--- src/pkg/cdr_regs.vh ---
// register addresses, field positions and reset values of the converter
// assumes inclusion by design files only
`ifndef CDR_REGS_VH
`define CDR_REGS_VH

`define CDR_ADDR_NOP      8'h00
`define CDR_ADDR_CODE     8'h01
`define CDR_ADDR_READ     8'h02
`define CDR_ADDR_CONFIG   8'h55
`define CDR_ADDR_RESET    8'h56

`define CDR_RD_STATUS     2'b00
`define CDR_RD_CODE       2'b01
`define CDR_RD_CONFIG     2'b10

`define CDR_CFG_EXT_RES   13
`define CDR_CFG_DRIVE_ON  12
`define CDR_CFG_RATE_HI   11
`define CDR_CFG_RATE_LO   8
`define CDR_CFG_INC_HI    7
`define CDR_CFG_INC_LO    5
`define CDR_CFG_RAMP_ON   4
`define CDR_CFG_CHAIN_ON  3
`define CDR_CFG_RANGE_HI  2
`define CDR_CFG_RANGE_LO  0
`define CDR_CFG_WMASK     16'h3fff

`define CDR_ST_FAULT      2
`define CDR_ST_RAMPING    1
`define CDR_ST_OVERTEMP   0
`define CDR_RESET_BIT     0

`define CDR_RANGE_4_20    3'b101
`define CDR_RANGE_0_20    3'b110
`define CDR_RANGE_0_24    3'b111

`define CDR_CODE_RST      16'h0000
`define CDR_CONFIG_RST    16'h0000
`define CDR_FRAME_BITS    24

`endif

--- src/hw/cdr_sync.v ---
// two-stage synchroniser for a single level from outside the clock domain
// assumes the destination clock is CLK of the enclosing block
`timescale 1ns/1ps
`default_nettype none
module cdr_sync (
   input  wire clk,
   input  wire rst,
   input  wire d,
   input  wire rst_val,
   output reg  q
);
   reg meta;
   always @(posedge clk) begin
      if (rst) begin
         meta <= rst_val;
         q    <= rst_val;
      end else begin
         meta <= d;
         q    <= meta;
      end
   end
endmodule
`default_nettype wire

--- src/hw/cdr_top.v ---
// register set and control of a serially programmed current converter
// assumes the serial pins and monitor flags are asynchronous to CLK
`timescale 1ns/1ps
`default_nettype none
`include "cdr_regs.vh"
module cdr_top #(
   parameter RES_BITS = 16
) (
   input  wire        CLK,
   input  wire        RST,
   input  wire        SCLK,
   input  wire        SDIN,
   input  wire        LATCH,
   input  wire        ZERO_IN,
   input  wire        FAULT_MON,
   input  wire        TEMP_MON,
   input  wire        RAMP_BUSY,
   output reg         SDO_O,
   output reg         SDO_OE,
   output reg         ALARM_O,
   output reg         ALARM_OE,
   output reg  [15:0] DAC_CODE,
   output reg         DRIVE_ON,
   output reg         EXT_RES_SEL,
   output reg  [2:0]  RANGE_SEL,
   output reg  [3:0]  RAMP_RATE,
   output reg  [2:0]  RAMP_INC,
   output reg         RAMP_ON,
   output reg         CHAIN_ON,
   output reg         ZEROED
);
   // -----------------------------------------------------------------
   // input synchronisers
   // -----------------------------------------------------------------
   wire sclk_s, sdin_s, latch_s, zero_s, fault_s, temp_s, busy_s;
   cdr_sync u_s0 (.clk(CLK), .rst(RST), .d(SCLK), .rst_val(1'b0),
                  .q(sclk_s));
   cdr_sync u_s1 (.clk(CLK), .rst(RST), .d(SDIN), .rst_val(1'b0),
                  .q(sdin_s));
   cdr_sync u_s2 (.clk(CLK), .rst(RST), .d(LATCH), .rst_val(1'b0),
                  .q(latch_s));
   cdr_sync u_s3 (.clk(CLK), .rst(RST), .d(ZERO_IN), .rst_val(1'b0),
                  .q(zero_s));
   cdr_sync u_s4 (.clk(CLK), .rst(RST), .d(FAULT_MON), .rst_val(1'b0),
                  .q(fault_s));
   cdr_sync u_s5 (.clk(CLK), .rst(RST), .d(TEMP_MON), .rst_val(1'b0),
                  .q(temp_s));
   cdr_sync u_s6 (.clk(CLK), .rst(RST), .d(RAMP_BUSY), .rst_val(1'b0),
                  .q(busy_s));

   reg sclk_d, latch_d;
   wire sclk_rise = sclk_s & ~sclk_d;
   wire sclk_fall = ~sclk_s & sclk_d;
   wire latch_rise = latch_s & ~latch_d;

   // -----------------------------------------------------------------
   // functions
   // -----------------------------------------------------------------
   function [15:0] mask_code;
      input [15:0] w;
      begin
         mask_code = (RES_BITS == 12) ? {w[15:4], 4'h0} : w;
      end
   endfunction

   function [15:0] range_floor;
      input [2:0] r;
      begin
         range_floor = 16'h0000;
      end
   endfunction

   // -----------------------------------------------------------------
   // state
   // -----------------------------------------------------------------
   reg [23:0] shift;
   reg [5:0]  nbits;
   reg [15:0] code;
   reg [15:0] saved_code;
   reg [15:0] config_w;
   reg        read_pend;
   reg [1:0]  read_sel;
   reg [23:0] out_shift;
   reg        zero_d;

   wire [7:0]  addr = shift[23:16];
   wire [15:0] data = shift[15:0];
   wire [15:0] status = {13'h0000, fault_s, busy_s, temp_s};

   reg [15:0] rd_word;
   always @* begin
      case (read_sel)
         `CDR_RD_STATUS: rd_word = status;
         `CDR_RD_CODE:   rd_word = code;
         `CDR_RD_CONFIG: rd_word = config_w;
         default:        rd_word = 16'h0000;
      endcase
   end

   // -----------------------------------------------------------------
   // shift, latch and register update
   // -----------------------------------------------------------------
   always @(posedge CLK) begin
      sclk_d  <= RST ? 1'b0 : sclk_s;
      latch_d <= RST ? 1'b0 : latch_s;
      zero_d  <= RST ? 1'b0 : zero_s;
      if (RST) begin
         shift      <= 24'h000000;
         nbits      <= 6'd0;
         code       <= `CDR_CODE_RST;
         saved_code <= `CDR_CODE_RST;
         config_w   <= `CDR_CONFIG_RST;
         read_pend  <= 1'b0;
         read_sel   <= 2'b00;
         out_shift  <= 24'h000000;
         SDO_OE     <= 1'b0;
         ZEROED     <= 1'b0;
      end else begin
         if (sclk_rise) begin
            shift <= {shift[22:0], sdin_s};
            if (nbits != 6'd63)
               nbits <= nbits + 6'd1;
         end
         if (sclk_fall)
            out_shift <= {out_shift[22:0], shift[23]};
         // read word loaded once the new select has settled
         if (read_pend) begin
            out_shift <= {rd_word, 8'h00};
            read_pend <= 1'b0;
         end
         if (zero_s && !zero_d) begin
            saved_code <= code;
            ZEROED     <= 1'b1;
         end
         if (latch_rise) begin
            nbits <= 6'd0;
            if (nbits == 6'd0) begin
               if (!zero_s && ZEROED) begin
                  code   <= saved_code;
                  ZEROED <= 1'b0;
               end
            end else begin
               // output released by any frame but a read request
               SDO_OE <= 1'b0;
               case (addr)
                  `CDR_ADDR_CODE: begin
                     if (!zero_s) begin
                        code   <= mask_code(data);
                        ZEROED <= 1'b0;
                     end
                  end
                  `CDR_ADDR_CONFIG: config_w <= data & `CDR_CFG_WMASK;
                  `CDR_ADDR_READ: begin
                     read_pend <= 1'b1;
                     read_sel  <= data[1:0];
                     SDO_OE    <= 1'b1;
                  end
                  `CDR_ADDR_RESET: begin
                     if (data[`CDR_RESET_BIT]) begin
                        code       <= `CDR_CODE_RST;
                        saved_code <= `CDR_CODE_RST;
                        config_w   <= `CDR_CONFIG_RST;
                        // zeroing pin still high keeps the bottom
                        ZEROED     <= zero_s;
                        SDO_OE     <= 1'b0;
                     end
                  end
                  default: ;
               endcase
            end
         end
      end
   end

   // -----------------------------------------------------------------
   // outputs
   // -----------------------------------------------------------------
   always @(posedge CLK) begin
      if (RST) begin
         SDO_O       <= 1'b0;
         ALARM_O     <= 1'b0;
         ALARM_OE    <= 1'b0;
         DAC_CODE    <= 16'h0000;
         DRIVE_ON    <= 1'b0;
         EXT_RES_SEL <= 1'b0;
         RANGE_SEL   <= 3'b000;
         RAMP_RATE   <= 4'h0;
         RAMP_INC    <= 3'h0;
         RAMP_ON     <= 1'b0;
         CHAIN_ON    <= 1'b0;
      end else begin
         SDO_O       <= (CHAIN_ON && !SDO_OE) ? shift[23] : out_shift[23];
         ALARM_O     <= 1'b0;
         ALARM_OE    <= fault_s | temp_s;
         DAC_CODE    <= (ZEROED || zero_s) ? range_floor(RANGE_SEL) : code;
         DRIVE_ON    <= config_w[`CDR_CFG_DRIVE_ON];
         EXT_RES_SEL <= config_w[`CDR_CFG_EXT_RES];
         RANGE_SEL   <= config_w[`CDR_CFG_RANGE_HI:`CDR_CFG_RANGE_LO];
         RAMP_RATE   <= config_w[`CDR_CFG_RATE_HI:`CDR_CFG_RATE_LO];
         RAMP_INC    <= config_w[`CDR_CFG_INC_HI:`CDR_CFG_INC_LO];
         RAMP_ON     <= config_w[`CDR_CFG_RAMP_ON];
         CHAIN_ON    <= config_w[`CDR_CFG_CHAIN_ON];
      end
   end
endmodule
`default_nettype wire

--- config.mk ---
export PLATFORM = sky130hd
export DESIGN_NAME = cdr_top
export DESIGN_NICKNAME = d
export VERILOG_FILES = /design/src/hw/cdr_sync.v /design/src/hw/cdr_top.v
export VERILOG_INCLUDE_DIRS = /design/src /design/src/pkg
export SDC_FILE = /design/constraint.sdc
export NUM_CORES = 1
export LEC_CHECK = 0
export BUFFER_PORTS_ARGS = -buffer_cell sky130_fd_sc_hd__clkbuf_2
export CORE_UTILIZATION = 30
export DETAILED_ROUTE_END_ITERATION = 10
export PLACE_DENSITY = 0.46
export SETUP_SLACK_MARGIN = 0.4
export SYNTH_ARGS = -nofsm -noshare
export SYNTH_HDL_FRONTEND = slang
export SYNTH_SLANG_ARGS = --single-unit
--- constraint.sdc ---
create_clock -name CLK -period 1.9 [get_ports CLK]
set_clock_uncertainty 0.1 [all_clocks]
set_input_delay 0.285 -clock CLK [delete_from_list [all_inputs] [get_ports CLK]]
set_output_delay 0.285 -clock CLK [all_outputs]
set_load 0.005 [all_outputs]
==> results.sh <==
export IMPL_synthCells=678
export IMPL_antenna_left=0
export IMPL_place_hpwl_mm=10.2
export IMPL_finalHoldViolations=0
export IMPL_fin_ws_ns=-0.0858
export IMPL_rr_worst_depth=6
export IMPL_drive_gt1_frac=0.266
export IMPL_ir_drop_v=0.000580
export IMPL_cts_sinks=154
export IMPL_synth_nets=689
export IMPL_globalRouteOverflowTotal=0
export IMPL_p_leak_nw=2.87
export IMPL_cts_root_buf="clkbuf_16"
export IMPL_cts_made_buffers=17
export IMPL_fmax_mhz=504
export IMPL_max_cap_viol_count=0
export IMPL_vias=4835
export IMPL_arrival_ns=2.17
export IMPL_clock_path_buffers=2
export IMPL_synth_area_leader_cell="dfxtp_1"
export IMPL_ys_seq_area_frac=0.517
export IMPL_startpoint_type="flip-flop"
export IMPL_cp_required_ns=2.08
export IMPL_fin_crit_sh=1.05
export IMPL_layout_nets=760
export IMPL_synth_area_leaders="dfxtp_1 52%, nand2_1 10%, a21oi_1 5.0%"
export IMPL_n_antenna_cell=0
export IMPL_status="finished, violations left"
export IMPL_post_route_min_period_ns=1.99
export IMPL_path_cells="inv_2 > ha_4 > and2_4 > or4_4 > a222oi_1 > nor3_1"
export IMPL_die_area_sq_um=20400
export IMPL_place_congestion=0.743
export IMPL_grt_pass1_wl_mm=24.5
export IMPL_tightest_slew_ns=0.680
export IMPL_holdPathStages=3
export IMPL_syn_area_sq_um=5960
export IMPL_synth_avg_cell_area_sq_um=8.79
export IMPL_power_density_nw_per_um2=895
export IMPL_cts_tree="yes"
export IMPL_insertion_delay_ns=0.43
export IMPL_slowest_delay_ns=0.60
export IMPL_critical_path_class="reg -> reg"
export IMPL_ys_ff_latch=154
export IMPL_grt_pass1_vias=4664
export IMPL_violations="negative setup slack"
export IMPL_cpMaxStageDelayCell="or4_4"
export IMPL_dp_slack_ns=-0.119
export IMPL_finalPower_mw=6.88
export IMPL_post_dp_cell_area_sq_um=6710
export IMPL_rows=51
export IMPL_wl_mm=15.2
export IMPL_path_clk_slew_ns=0.07
export IMPL_async_flop_share=0
export IMPL_drc=0
export IMPL_final_area_sq_um=7690
export IMPL_cp_max_fo=6
export IMPL_yosysWarnings=0
export IMPL_dieHeight_microns=143
export IMPL_fin_setup_tns_ns=-0.674
export IMPL_h_tree_depth=4
export IMPL_finalMaxSlewViolations=0
export IMPL_synth_common_cells="163 x nand2_1, 154 x dfxtp_1, 59 x a21oi_1, 40 x clkbuf_1, 36 x nor2b_1"
export IMPL_die_width_microns=143
export IMPL_antenna_found_initial=0
export IMPL_io_pin_count=44
export IMPL_yosys_area_top_type_share=0.517
export IMPL_post_drt_wl_per_cell_microns=14.8
export IMPL_areaGrowthSynthToFinish_pct=29.0
export IMPL_grt_use_total=0.157
export IMPL_slew_headroom=0.544
export IMPL_cp_end_kind="flip-flop"
export IMPL_dr_pass1_iters=5
export IMPL_core_area_sq_um=19500
export IMPL_hp_class="in -> reg"
export IMPL_finalSetupViolations=28
export IMPL_port_buffers=42
export IMPL_synth_cell_type_count=43
export IMPL_synthFlopType="dfxtp_1"
export IMPL_synth_enable_flop_cells=0
export IMPL_initialDrtViolationCount=240
export IMPL_grt_start_max_net_pins=113
export IMPL_rsz0062_at_grt="yes"
export IMPL_initial_core_util=0.306
export IMPL_synth_most_common_cell="nand2_1"
export IMPL_viasPerCell=4.71
[placed cells by master, fill, tap and decap left out, types with 3 or more instances in the layout]
| master | netlist | final |
|---|---|---|
| a21oi_1 | 59 | 43 |
| a21oi_2 | 0 | 16 |
| a221oi_1 | 11 | 11 |
| a222oi_1 | 3 | 3 |
| a311oi_1 | 15 | 14 |
| a311oi_2 | 10 | 11 |
| a31oi_1 | 18 | 17 |
| and2_1 | 17 | 16 |
| buf_4 | 4 | 41 |
| buf_6 | 5 | 12 |
| clkbuf_16 | 0 | 17 |
| clkbuf_2 | 0 | 41 |
| clkinv_4 | 0 | 4 |
| dfxtp_1 | 154 | 142 |
| dfxtp_2 | 0 | 10 |
| dlygate4sd3_1 | 0 | 7 |
| inv_1 | 18 | 15 |
| inv_6 | 0 | 4 |
| inv_8 | 0 | 4 |
| mux2i_1 | 21 | 21 |
| nand2_1 | 163 | 161 |
| nand2_4 | 1 | 4 |
| nand2b_1 | 8 | 7 |
| nand4_1 | 4 | 4 |
| nor2_1 | 31 | 31 |
| nor2b_1 | 36 | 32 |
| nor2b_4 | 0 | 4 |
| nor3_1 | 22 | 20 |
| o22ai_1 | 3 | 3 |
[cells by family (layout without fill, tap and decap cells)]
logic type,Yosys count,after routing,synth area share
XOR/XNOR,3,3,0.00441
multiplexers,21,21,0.0353
adder cells (fa/ha/maj),2,2,0.00420
other,1,1,0.000629
AND/OR/NAND/NOR,299,300,0.236
flip-flops,154,154,0.517
AO/OA/AOI/OAI,125,125,0.147
buffers and inverters,73,156,0.0554
[worst paths after layout]
| kind | startpoint | end | slack, ns |
|---|---|---|---|
| max | nbits[0] | code[14] | -0.09 |
| min | RST | DAC_CODE[10] | 0.18 |
| max reg2reg | nbits[0] | code[14] | -0.09 |
| min reg2reg | u_s5.meta | u_s5.q | 0.33 |
[report_power, final]
group	switching, mW	internal, mW
clock network	1.47	1.86
logic	0.157	0.103
registers	0.0262	3.26
[layer usage]
layer | global-route usage | up-vias | share of wire
met2 | 0.278 | 53 | 0.52
li1 | - | 2446 | -
met4 | 0.0487 | 0 | 0.0099
met1 | 0.184 | 2324 | 0.45
met3 | 0.0412 | 12 | 0.024
met5 | 0 | - | 0
[per-stage QoR]
stage	hold slack, ns	cells	utilization
6_report	0.178	1027	0.395
5_1_grt	0.190	1027	0.395
4_1_cts	0.277	1021	0.390
3_5_place_dp	0.324	972	0.345
3_3_place_gp	0.326	972	0.345
2_1_floorplan	0.313	678	-
[registers in the layout, summed over array words and instances, names as in the netlist, 2 cells and up]
register    cells
read_sel        2
shift          24
code           16
RANGE_SEL       3
config_w       14
nbits           6
RAMP_INC        3
RAMP_RATE       4
saved_code     16
DAC_CODE       16
out_shift      24
[what timing repair did]
item / CTS / global route
endpoints found under the setup margin: 83 / 87
resized for setup: 37 / 16
gates cloned: 1 / 3
pin swaps: 12 / 12
hold buffers: 7 / 0
hold endpoints to repair: 7 / 0
setup buffers: 9 / 3
[worst max-delay path: cells and delay by family (launching register included)]
| kind | cells | cell delay [ns] |
|---|---|---|
| and+or+nand+nor | 3 | 0.83 |
| AOI/OAI and AO/OA | 1 | 0.38 |
| DFF | 1 | 0.34 |
| adders and majority gates | 1 | 0.16 |
| buffers and inverters | 1 | 0.05 |
[area by class of cell]
cell class	instances	area [sq um]
clock inverter	14	153
clock buffer	18	429
timing repair buffer	106	778
fill	1959	11800
multi-input combinational	452	2820
tap	265	332
inverter	18	71.3
sequential	154	3100
Power figures use the tool's default switching activity.
